===== config.mk =====
export PLATFORM = sky130hd
export DESIGN_NAME = rsb_device_flat
export DESIGN_NICKNAME = d
export VERILOG_FILES = /design/src/common/rsb_pkg.sv /design/src/common/rsb_if.sv /design/src/verilog/rsb_device.sv /design/src/flat_wrapper.sv
export SDC_FILE = /design/constraint.sdc
export NUM_CORES = 1
export LEC_CHECK = 0
export BUFFER_PORTS_ARGS = -buffer_cell sky130_fd_sc_hd__clkbuf_2
export CAP_MARGIN = 15
export CORE_MARGIN = 2
export CORE_UTILIZATION = 58
export DETAILED_ROUTE_END_ITERATION = 16
export PLACE_DENSITY = 0.78
export REMOVE_ABC_BUFFERS = 1
export SLEW_MARGIN = 20
export SYNTH_ARGS = -nofsm -noshare
export SYNTH_HDL_FRONTEND = slang
export SYNTH_SLANG_ARGS = --single-unit
export TNS_END_PERCENT = 100

===== constraint.sdc =====
create_clock -name core_clk -period 3.5 [get_ports core_clk]
set_input_delay 0.7 -clock core_clk [delete_from_list [all_inputs] [get_ports core_clk]]
set_output_delay 0.7 -clock core_clk [all_outputs]
set_load 0.01 [all_outputs]

===== src/common/rsb_pkg.sv =====
/*
 constants of the status/boot command link.
 assumes one 200 MHz core clock at both ends.
*/
package rsb_pkg;
	// opcodes
	localparam logic [7:0] OPC_BOOT  = 8'h01;
	localparam logic [7:0] OPC_PWRDN = 8'h11;
	// status byte bit positions
	localparam int ST_CTS_BIT = 7;
	localparam int ST_ERR_BIT = 6;
	localparam int ST_SQ_BIT  = 3;
	localparam int ST_RD_BIT  = 2;
	localparam int ST_STC_BIT = 0;
	localparam logic [7:0] STATUS_RST = 8'h80; // idle, clear to send
	// argument byte 1 bit positions
	localparam int A1_IEN_BIT   = 7;
	localparam int A1_PINOE_BIT = 6;
	localparam int A1_PATCH_BIT = 5;
	localparam int A1_XOSC_BIT  = 4;
	// function and audio mode codes
	localparam logic [3:0] FUNCTION_SELECT_FM_RX = 4'h0;
	localparam logic [3:0] FUNCTION_SELECT_QUERY = 4'hF;
	localparam logic [7:0] MODE_ANALOG  = 8'h05;
	localparam logic [7:0] MODE_DIGITAL = 8'hB0;
	localparam logic [7:0] MODE_BOTH    = 8'hB5;
	localparam logic [2:0] QUERY_RESP_BYTES = 3'h7;
	// timing
	localparam int CLK_PERIOD_NS  = 5;
	localparam int IRQ_LOW_MIN_NS = 1000;
	localparam int IRQ_LOW_CYC    = (IRQ_LOW_MIN_NS + CLK_PERIOD_NS - 1) / CLK_PERIOD_NS;
	localparam int BOOT_CYC_DEF   = 64; // boot work time, cycles
	localparam int CMD_CYC_DEF    = 8;  // other command work time, cycles
	// device and host states
	typedef enum logic [3:0] {DV_DOWN = 4'b0001, DV_ARGS = 4'b0010,
		DV_BUSY = 4'b0100, DV_UP = 4'b1000} rsb_dev_state_t;
	typedef enum logic [4:0] {HS_IDLE = 5'b00001, HS_CHECK = 5'b00010,
		HS_SEND = 5'b00100, HS_POLL = 5'b01000, HS_READ = 5'b10000} rsb_host_state_t;
	// audio mode legal for the chosen reference
	function automatic logic rsb_mode_ok(input logic xosc, input logic [7:0] mode);
		if (xosc)
			return mode == MODE_ANALOG;
		return (mode == MODE_ANALOG) || (mode == MODE_DIGITAL) || (mode == MODE_BOTH);
	endfunction
endpackage


===== src/common/rsb_if.sv =====
/*
 byte-wide command/response link plus interrupt pin.
 assumes one clock; the pin has a pull-up.
*/
`timescale 1ns/100ps
interface rsb_if;
	logic       cmd_valid;   // command byte present
	logic       cmd_start;   // byte is an opcode
	logic [7:0] cmd_byte;    // command byte
	logic       rsp_rd;      // read one response byte
	logic       rsp_restart; // read restarts at status byte
	logic       rsp_valid;   // response byte present
	logic [7:0] rsp_byte;    // response byte
	logic       irq_out;     // pin drive value
	logic       irq_oe;      // pin driven
	logic       irq_level;   // resolved pin level
	// pull-up wins while undriven
	assign irq_level = irq_oe ? irq_out : 1'b1;
	modport device (input cmd_valid, cmd_start, cmd_byte, rsp_rd, rsp_restart,
		output rsp_valid, rsp_byte, irq_out, irq_oe);
	modport host (output cmd_valid, cmd_start, cmd_byte, rsp_rd, rsp_restart,
		input rsp_valid, rsp_byte, irq_level);
endinterface


===== src/verilog/rsb_device.sv =====
/*
 receiver end: status byte, boot decode, identity answer, pin pulse.
 assumes the controller waits for clear-to-send.
*/
`timescale 1ns/100ps
// Summary of operation
// RQ1: status byte: send, error, three interrupt flags
// RQ2: send-ready low while busy, high when free
// RQ3: bit 3 set on signal quality event
// RQ4: bit 2 set on radio data event
// RQ5: bit 0 set on seek/tune done
// RQ6: opcode 01 boots from powerdown to powerup
// RQ7: two arguments; response one or eight bytes
// RQ8: query function answers identity, then powers down
// RQ9: function nibble: 0 receive, 15 query
// RQ10: arg1 bit 7 enables send-ready interrupt
// RQ11: arg1 bit 6 enables interrupt pin output
// RQ12: pin high, low at least 1 us per interrupt
// RQ13: arg1 bit 5 loads RAM without booting
// RQ14: arg1 bit 4 selects crystal, analog only
// RQ15: arg2 selects analog, digital or both outputs
// RQ16: boot done shown by send-ready and interrupt
// RQ17: controller powers down before changing function
// RQ18: controller checks library before patching
// RQ19: boot enable and property enable share one bit
// RQ20: query bytes: part, firmware, reserved, silicon, library
// RQ21: powerdown ignores all but the boot opcode
// RQ22: accepting a command clears send-ready
// RQ23: reserved function sets error, stays down
module rsb_device
	import rsb_pkg::*;
#(
	parameter int         BOOT_CYC       = BOOT_CYC_DEF,
	parameter int         CMD_CYC        = CMD_CYC_DEF,
	parameter bit         HAS_RADIO_DATA = 1'b1,
	parameter logic [7:0] PART_DIGITS    = 8'h11, // arbitrary value
	parameter logic [7:0] FW_MAJOR       = 8'h31, // arbitrary value
	parameter logic [7:0] FW_MINOR       = 8'h30, // arbitrary value
	parameter logic [7:0] SILICON_REV    = 8'h41, // arbitrary value
	parameter logic [7:0] LIBRARY_REV    = 8'h07  // arbitrary value
)(
	input  wire logic       core_clk,
	input  wire logic       rst_n,
	rsb_if.device           link,
	input  wire logic       signal_quality_event,
	input  wire logic       radio_data_event,
	input  wire logic       seek_tune_event,
	input  wire logic [2:0] irq_flag_clear,
	input  wire logic       prop_ien_write,
	input  wire logic       prop_ien_value,
	output logic            powered_up,
	output logic            patch_ram_mode,
	output logic            send_ready_irq_enable,
	output logic            irq_pin_output_enable,
	output logic            crystal_osc_enable,
	output logic [3:0]      function_select,
	output logic [7:0]      audio_output_mode,
	output logic            left_analog_out_en,
	output logic            digital_audio_en
);
	localparam logic [15:0] BOOT_N = 16'(BOOT_CYC);
	localparam logic [15:0] CMD_N  = 16'(CMD_CYC);
	localparam logic [7:0]  IRQ_N  = 8'(IRQ_LOW_CYC);

	rsb_dev_state_t state_r;    // command sequencer state
	logic        arg_idx_r;     // next argument slot
	logic [7:0]  arg1_r;        // boot argument 1
	logic [7:0]  arg2_r;        // boot argument 2
	logic [15:0] busy_cnt_r;    // work time remaining
	logic        boot_cmd_r;    // busy with a boot
	logic        from_up_r;     // boot arrived while powered
	logic        pwrdn_cmd_r;   // busy with a powerdown
	logic        cts_r;         // clear to send
	logic        err_r;         // error flag
	logic        sq_r;          // signal quality flag
	logic        rd_r;          // radio data flag
	logic        stc_r;         // seek/tune flag
	logic [2:0]  rsp_cnt_r;     // bytes after status
	logic [2:0]  rsp_idx_r;     // next byte to read
	logic [7:0]  irq_cnt_r;     // low pulse remaining
	logic        accept;        // opcode taken this cycle
	logic        busy_done;     // work ends this cycle
	logic        boot_bad;      // boot arguments refused
	logic        boot_ok;       // boot completes cleanly
	logic        boot_query;    // completing boot is a query
	logic        irq_fire;      // start a pin pulse
	logic [7:0]  status_byte;   // live status

	// opcode acceptance
	always_comb begin
		accept = 1'b0;
		if (link.cmd_valid && link.cmd_start) begin
			if (state_r == DV_DOWN)
				accept = (link.cmd_byte == OPC_BOOT); // RQ6 RQ21
			else if (state_r == DV_UP)
				accept = cts_r; // RQ2
		end
	end

	// end of work and boot checks
	always_comb begin
		busy_done  = (state_r == DV_BUSY) && (busy_cnt_r == 16'h0001);
		boot_query = (arg1_r[3:0] == FUNCTION_SELECT_QUERY);
		// refused boot arguments
		boot_bad   = from_up_r || ((arg1_r[3:0] != FUNCTION_SELECT_FM_RX) && !boot_query) // RQ9 RQ23
			|| !rsb_mode_ok(arg1_r[A1_XOSC_BIT], arg2_r); // RQ14 RQ15
		boot_ok    = busy_done && boot_cmd_r && !boot_bad;
		irq_fire   = busy_done && (boot_ok
			? (arg1_r[A1_IEN_BIT] && arg1_r[A1_PINOE_BIT]) // RQ12
			: (send_ready_irq_enable && irq_pin_output_enable)); // RQ16
	end

	// command sequencer
	always_ff @(posedge core_clk or negedge rst_n) begin
		if (!rst_n) begin
			state_r     <= DV_DOWN;
			arg_idx_r   <= 1'b0;
			arg1_r      <= 8'h00;
			arg2_r      <= 8'h00;
			busy_cnt_r  <= 16'h0000;
			boot_cmd_r  <= 1'b0;
			from_up_r   <= 1'b0;
			pwrdn_cmd_r <= 1'b0;
			powered_up  <= 1'b0;
		end else begin
			case (state_r)
				DV_DOWN, DV_UP: begin
					if (accept) begin
						from_up_r   <= (state_r == DV_UP);
						boot_cmd_r  <= (link.cmd_byte == OPC_BOOT);
						pwrdn_cmd_r <= (link.cmd_byte == OPC_PWRDN);
						arg_idx_r   <= 1'b0;
						if (link.cmd_byte == OPC_BOOT) begin
							state_r <= DV_ARGS; // RQ7
						end else begin
							busy_cnt_r <= CMD_N;
							state_r    <= DV_BUSY;
						end
					end
				end
				DV_ARGS: begin
					// exactly two argument bytes
					if (link.cmd_valid && !link.cmd_start) begin
						arg_idx_r <= 1'b1;
						if (!arg_idx_r) begin
							arg1_r <= link.cmd_byte;
						end else begin
							arg2_r     <= link.cmd_byte; // RQ7
							busy_cnt_r <= BOOT_N;
							state_r    <= DV_BUSY;
						end
					end
				end
				DV_BUSY: begin
					busy_cnt_r <= busy_cnt_r - 16'h0001;
					if (busy_done) begin
						if (boot_cmd_r) begin
							// query answers then drops back to powerdown
							if (boot_ok && !boot_query) begin
								state_r    <= DV_UP; // RQ6
								powered_up <= 1'b1;
							end else begin
								state_r <= from_up_r ? DV_UP : DV_DOWN; // RQ8 RQ23
							end
						end else if (pwrdn_cmd_r) begin
							state_r    <= DV_DOWN;
							powered_up <= 1'b0;
						end else begin
							state_r <= DV_UP;
						end
					end
				end
				default: state_r <= DV_DOWN;
			endcase
		end
	end

	// send-ready and error bits
	always_ff @(posedge core_clk or negedge rst_n) begin
		if (!rst_n) begin
			cts_r <= 1'b1;
			err_r <= 1'b0;
		end else if (accept) begin
			cts_r <= 1'b0; // RQ22 RQ2
		end else if (busy_done) begin
			cts_r <= 1'b1; // RQ16
			err_r <= boot_cmd_r && boot_bad; // RQ23
		end
	end

	// sticky event flags; a set in the clearing cycle wins
	always_ff @(posedge core_clk or negedge rst_n) begin
		if (!rst_n) begin
			sq_r  <= 1'b0;
			rd_r  <= 1'b0;
			stc_r <= 1'b0;
		end else begin
			sq_r  <= signal_quality_event | (sq_r & ~irq_flag_clear[2]); // RQ3
			rd_r  <= HAS_RADIO_DATA & (radio_data_event | (rd_r & ~irq_flag_clear[1])); // RQ4
			stc_r <= seek_tune_event | (stc_r & ~irq_flag_clear[0]); // RQ5
		end
	end

	// configuration taken from a clean boot
	always_ff @(posedge core_clk or negedge rst_n) begin
		if (!rst_n) begin
			send_ready_irq_enable <= 1'b0;
			irq_pin_output_enable <= 1'b0;
			crystal_osc_enable    <= 1'b0;
			function_select       <= FUNCTION_SELECT_FM_RX;
			audio_output_mode     <= 8'h00;
			patch_ram_mode        <= 1'b0;
			left_analog_out_en    <= 1'b0;
			digital_audio_en      <= 1'b0;
		end else if (boot_ok) begin
			send_ready_irq_enable <= arg1_r[A1_IEN_BIT]; // RQ10 RQ19
			irq_pin_output_enable <= arg1_r[A1_PINOE_BIT]; // RQ11
			crystal_osc_enable    <= arg1_r[A1_XOSC_BIT]; // RQ14
			function_select       <= arg1_r[3:0]; // RQ9
			audio_output_mode     <= arg2_r; // RQ15
			// patch load holds off the outputs until a later boot
			patch_ram_mode        <= !boot_query && arg1_r[A1_PATCH_BIT]; // RQ13
			left_analog_out_en    <= !boot_query && !arg1_r[A1_PATCH_BIT] && arg2_r[0]; // RQ15
			digital_audio_en      <= !boot_query && !arg1_r[A1_PATCH_BIT] && arg2_r[7]; // RQ15
		end else begin
			if (prop_ien_write)
				send_ready_irq_enable <= prop_ien_value; // RQ19
			if (busy_done && pwrdn_cmd_r) begin
				patch_ram_mode     <= 1'b0;
				left_analog_out_en <= 1'b0;
				digital_audio_en   <= 1'b0;
			end
		end
	end

	// identity bytes after the status byte
	function automatic logic [7:0] query_byte(input logic [2:0] idx);
		case (idx)
			3'h1:    return PART_DIGITS; // RQ20
			3'h2:    return FW_MAJOR;
			3'h3:    return FW_MINOR;
			3'h6:    return SILICON_REV;
			3'h7:    return LIBRARY_REV;
			default: return 8'h00; // reserved bytes
		endcase
	endfunction

	// reserved status bits read as zero
	assign status_byte = {cts_r, err_r, 2'b00, sq_r, rd_r, 1'b0, stc_r}; // RQ1

	// response reads
	always_ff @(posedge core_clk or negedge rst_n) begin
		if (!rst_n) begin
			rsp_cnt_r      <= 3'h0;
			rsp_idx_r      <= 3'h0;
			link.rsp_valid <= 1'b0;
			link.rsp_byte  <= STATUS_RST;
		end else begin
			link.rsp_valid <= link.rsp_rd;
			if (accept)
				rsp_cnt_r <= 3'h0;
			else if (boot_ok && boot_query)
				rsp_cnt_r <= QUERY_RESP_BYTES; // RQ7 RQ8
			if (link.rsp_rd) begin
				if (link.rsp_restart || rsp_idx_r == 3'h0 || rsp_idx_r > rsp_cnt_r || !cts_r) begin
					link.rsp_byte <= status_byte; // RQ1
					rsp_idx_r     <= 3'h1;
				end else begin
					link.rsp_byte <= query_byte(rsp_idx_r); // RQ20
					rsp_idx_r     <= (rsp_idx_r == 3'h7) ? 3'h0 : rsp_idx_r + 3'h1;
				end
			end
		end
	end

	// interrupt pin: high at rest, low pulse per interrupt
	always_ff @(posedge core_clk or negedge rst_n) begin
		if (!rst_n) begin
			irq_cnt_r    <= 8'h00;
			link.irq_out <= 1'b1;
			link.irq_oe  <= 1'b0;
		end else begin
			link.irq_oe <= boot_ok ? arg1_r[A1_PINOE_BIT] : irq_pin_output_enable; // RQ11
			if (irq_fire) begin
				irq_cnt_r    <= IRQ_N;
				link.irq_out <= 1'b0; // RQ12
			end else if (irq_cnt_r != 8'h00) begin
				irq_cnt_r    <= irq_cnt_r - 8'h01;
				link.irq_out <= (irq_cnt_r == 8'h01); // RQ12
			end
		end
	end
endmodule // rsb_device


===== src/flat_wrapper.sv =====
// flat-port wrapper written by rule: the top's interface ports become plain ports
module rsb_device_flat import rsb_pkg::*;
#(
	parameter int         BOOT_CYC       = BOOT_CYC_DEF,
	parameter int         CMD_CYC        = CMD_CYC_DEF,
	parameter bit         HAS_RADIO_DATA = 1'b1,
	parameter logic [7:0] PART_DIGITS    = 8'h11,                   
	parameter logic [7:0] FW_MAJOR       = 8'h31,                   
	parameter logic [7:0] FW_MINOR       = 8'h30,                   
	parameter logic [7:0] SILICON_REV    = 8'h41,                   
	parameter logic [7:0] LIBRARY_REV    = 8'h07                    
)
  (core_clk, rst_n, signal_quality_event, radio_data_event, seek_tune_event, irq_flag_clear, prop_ien_write, prop_ien_value, powered_up, patch_ram_mode, send_ready_irq_enable, irq_pin_output_enable, crystal_osc_enable, function_select, audio_output_mode, left_analog_out_en, digital_audio_en, link_cmd_valid, link_cmd_start, link_cmd_byte, link_rsp_rd, link_rsp_restart, link_rsp_valid, link_rsp_byte, link_irq_out, link_irq_oe);
  rsb_if link_i ();
  input  wire logic core_clk;
  input  wire logic rst_n;
  input  wire logic signal_quality_event;
  input  wire logic radio_data_event;
  input  wire logic seek_tune_event;
  input  wire logic [2:0] irq_flag_clear;
  input  wire logic prop_ien_write;
  input  wire logic prop_ien_value;
  output logic powered_up;
  output logic patch_ram_mode;
  output logic send_ready_irq_enable;
  output logic irq_pin_output_enable;
  output logic crystal_osc_enable;
  output logic [3:0] function_select;
  output logic [7:0] audio_output_mode;
  output logic left_analog_out_en;
  output logic digital_audio_en;
  input wire logic [$bits(link_i.cmd_valid)-1:0] link_cmd_valid;
  input wire logic [$bits(link_i.cmd_start)-1:0] link_cmd_start;
  input wire logic [$bits(link_i.cmd_byte)-1:0] link_cmd_byte;
  input wire logic [$bits(link_i.rsp_rd)-1:0] link_rsp_rd;
  input wire logic [$bits(link_i.rsp_restart)-1:0] link_rsp_restart;
  output wire logic [$bits(link_i.rsp_valid)-1:0] link_rsp_valid;
  output wire logic [$bits(link_i.rsp_byte)-1:0] link_rsp_byte;
  output wire logic [$bits(link_i.irq_out)-1:0] link_irq_out;
  output wire logic [$bits(link_i.irq_oe)-1:0] link_irq_oe;
  assign link_i.cmd_valid = link_cmd_valid;
  assign link_i.cmd_start = link_cmd_start;
  assign link_i.cmd_byte = link_cmd_byte;
  assign link_i.rsp_rd = link_rsp_rd;
  assign link_i.rsp_restart = link_rsp_restart;
  assign link_rsp_valid = link_i.rsp_valid;
  assign link_rsp_byte = link_i.rsp_byte;
  assign link_irq_out = link_i.irq_out;
  assign link_irq_oe = link_i.irq_oe;
  rsb_device #(.BOOT_CYC(BOOT_CYC), .CMD_CYC(CMD_CYC), .HAS_RADIO_DATA(HAS_RADIO_DATA), .PART_DIGITS(PART_DIGITS), .FW_MAJOR(FW_MAJOR), .FW_MINOR(FW_MINOR), .SILICON_REV(SILICON_REV), .LIBRARY_REV(LIBRARY_REV)) u_core (.core_clk(core_clk), .rst_n(rst_n), .link(link_i), .signal_quality_event(signal_quality_event), .radio_data_event(radio_data_event), .seek_tune_event(seek_tune_event), .irq_flag_clear(irq_flag_clear), .prop_ien_write(prop_ien_write), .prop_ien_value(prop_ien_value), .powered_up(powered_up), .patch_ram_mode(patch_ram_mode), .send_ready_irq_enable(send_ready_irq_enable), .irq_pin_output_enable(irq_pin_output_enable), .crystal_osc_enable(crystal_osc_enable), .function_select(function_select), .audio_output_mode(audio_output_mode), .left_analog_out_en(left_analog_out_en), .digital_audio_en(digital_audio_en));
endmodule

==> metrics.csv <==
metric;value;unit
crit_arrival;3200;ps
relSlewSlack;38.9;%
pin_count;52;
final_common_cell;dfrtp_1;
dp_hpwl;6.49;mm
root_buffer;clkbuf_8;
synth_top_flop_cell;dfrtp_1;
grt_pass1_vias;3314;
fmax;0.339;GHz
leakage;0.00239;uW
worst_pin_slew;909;ps
internal-power;1790;uW
place_worst_setup_slack;558;ps
synth-seq-cells;86;
synth_top_family_by_area;simple AND/OR/NAND/NOR gates;
ant_nets;0;
cts_resized;0;
p_per_area;569;nW/um2
initial_core_util;60.5;%
die_area;8320;um2
setup-tns-final;0;ps
dr_total_vias;3453;
die_x;91.2;um
nets;514;
firstDrtPassIters;4;
path_clk_slew;90;ps
syn_area_per_cell;10.3;um2
synth_xor_area_share;1.19;%
synthCells;429;
ys_top_cells_by_area;dfrtp_1 46%, mux2_2 5.1%, ha_1 3.7%;
drtIter0Drc;235;
p_switching;1020;uW
pwr-share-clk;24.9;%
syn-cell-area;4410;um2
end_kind;flop;
slew_violations;0;
grt_use_total;23.0;%
maxCapViolCount;0;
cts_setup_buffers;0;
post-route-util;67.8;%
grt_max_degree;87;
p_seq_share;46.5;%
switching_share;36.3;%
layout_common_cells;82 x dfrtp_1, 50 x clkbuf_2, 36 x nor2_1;
htreeDepth;3;
grt_overflow;0;
ys_warn_count;0;
hp-class;in -> async;
cp.required;3750;ps
clock_path_buffers;2;
die_h;91.2;um
synthArstFlopShare;100;%
synth.yosys.seq_area_share;48.9;%
yosys.area_share.simple;20.0;%
hold_viol_final;0;
setup_viol;0;
cts_made_buffers;9;
cts_tree;built;
antenna_cells;0;
routabilityCongestion;0.876;
yosysTopAreaCellShare;46.5;%
syn_to_final_growth;12.0;%
crit_type;reg -> reg;
critical_path.max_fanout;22;
fin_worst_skew;11.6;ps
row_count;31;
yosys.area_share.adder;3.69;%
wl_per_cell;15.7;um
antenna_found_initial;0;
ys_types;60;
power_frac_comb;28.5;%
port_buffers;51;
grt_first_pass_wirelength;15.4;mm
vdd_drop_max;0.260;mV
worstSetupStartpointType;flop;
synth_top_area_cell;dfrtp_1;
synth_edf_count;0;
clock-sinks;86;
core_region_area;7290;um2
rsz0062_at_grt;no;
setup_slack;546;ps
postCtsHoldBufs;0;
synth_mux_area_share;8.85;%
avgViaCountPerCell;5.92;
fin_crit_sh;84.4;%
synth_compound_area_share;14.2;%
drive_above_1_share;23.8;%
status;complete, no violations;
min_period;2950;ps
drc;0;
totalWireLength;9.16;mm
clk_latency;350;ps
[state kept, by name, summed over array words and instances, names as in the netlist, 3 cells and up]
| signal | cells |
|---|---|
| u_core.arg2_r | 8 |
| u_core.rsp_idx_r | 3 |
| u_core.audio_output_mode | 8 |
| u_core.busy_cnt_r | 16 |
| u_core.arg1_r | 8 |
| u_core.link.rsp_byte | 8 |
| u_core.function_select | 4 |
| u_core.irq_cnt_r | 8 |
| u_core.state_r | 4 |
[power groups by stage]
stage               combinational (uW)  clock [uW]  sequential [uW]
finish                             802         701             1310
global placement                   757           0             1300
CTS                                800         710             1300
global route                       908         748             1330
floorplan                          589           0             1280
detailed placement                 795           0             1320
[cells by family (layout without fill, tap and decap cells)]
group / after synthesis / in the layout
multiplexers: 32 / 32
buffers and inverters: 34 / 89
AO/OA/AOI/OAI: 96 / 96
flip-flops: 86 / 86
adder cells (fa/ha/maj): 13 / 13
XOR/XNOR: 6 / 6
AND/OR/NAND/NOR: 162 / 162
[area by class of cell]
| class | instances | area (um2) |
|---|---|---|
| Fill cell | 603 | 2350 |
| Sequential cell | 86 | 2160 |
| Multi-Input combinational cell | 309 | 2110 |
| Timing Repair Buffer | 53 | 277 |
| Clock buffer | 9 | 124 |
| Tap cell | 99 | 124 |
| Inverter | 20 | 75.1 |
| Clock inverter | 7 | 72.6 |
[final timing paths]
check / from / slack, ps / to / cells past startpoint
max: u_core.busy_cnt_r[1]$_DFFE_PN0P_ / 550 / u_core.crystal_osc_enable$_DFFE_PN0P_ / 6
min: rst_n / 400 / u_core.stc_r$_DFF_PN0_ / 1
max reg2reg: u_core.busy_cnt_r[1]$_DFFE_PN0P_ / 550 / u_core.crystal_osc_enable$_DFFE_PN0P_ / 6
min reg2reg: u_core.link.rsp_byte[7]$_DFFE_PN1P_ / 490 / u_core.link.rsp_byte[7]$_DFFE_PN1P_ / 2
max in group asynchronous: rst_n / 2610 / u_core.state_r[1]$_DFFE_PN0P_ / 1
min in group core_clk: u_core.link.rsp_byte[7]$_DFFE_PN1P_ / 490 / u_core.link.rsp_byte[7]$_DFFE_PN1P_ / 2
[synth_stat cells, types with 4 or more instances]
library cell	n
a21oi_1	20
dfrtp_1	82
xnor2_1	4
nor4b_1	4
a31oi_1	5
clkbuf_1	10
nor3b_1	4
nor2_1	36
nand2b_1	10
dfstp_2	4
o211ai_1	5
nand2_1	34
o22ai_1	6
or4b_2	5
ha_1	13
nand3_1	11
nor2b_1	7
nor4_1	11
o21ai_0	25
mux2_2	20
or4_1	5
mux2_4	9
inv_1	20
a21o_1	8
nor3_1	15
[critical path: stages (launching register included)]
cell      delay (ps)
dfrtp_1          410
inv_1            100
ha_1             140
or4b_2           610
or4_1            500
a2111o_1         680
mux2_4           430
[metrics by stage]
stage	hold slack (ps)	area (um2)	std cells	total power, uW
floorplan	404	4350	415	1870
global route	464	4940	583	2990
global placement	463	4740	567	2060
finish	401	4940	583	2810
CTS	488	4940	583	2810
detailed placement	471	4740	567	2110
[layer usage]
layer / share of wire, % / track usage (%) / wire length (um)
met2: 49 / 37.2 / 4460
met3: 4.1 / 4.23 / 377
met4: 1.1 / 6.69 / 99
met5: 0 / 0 / 0
met1: 46 / 31.8 / 4220
Note: power is estimated with default switching activity, not from simulation.
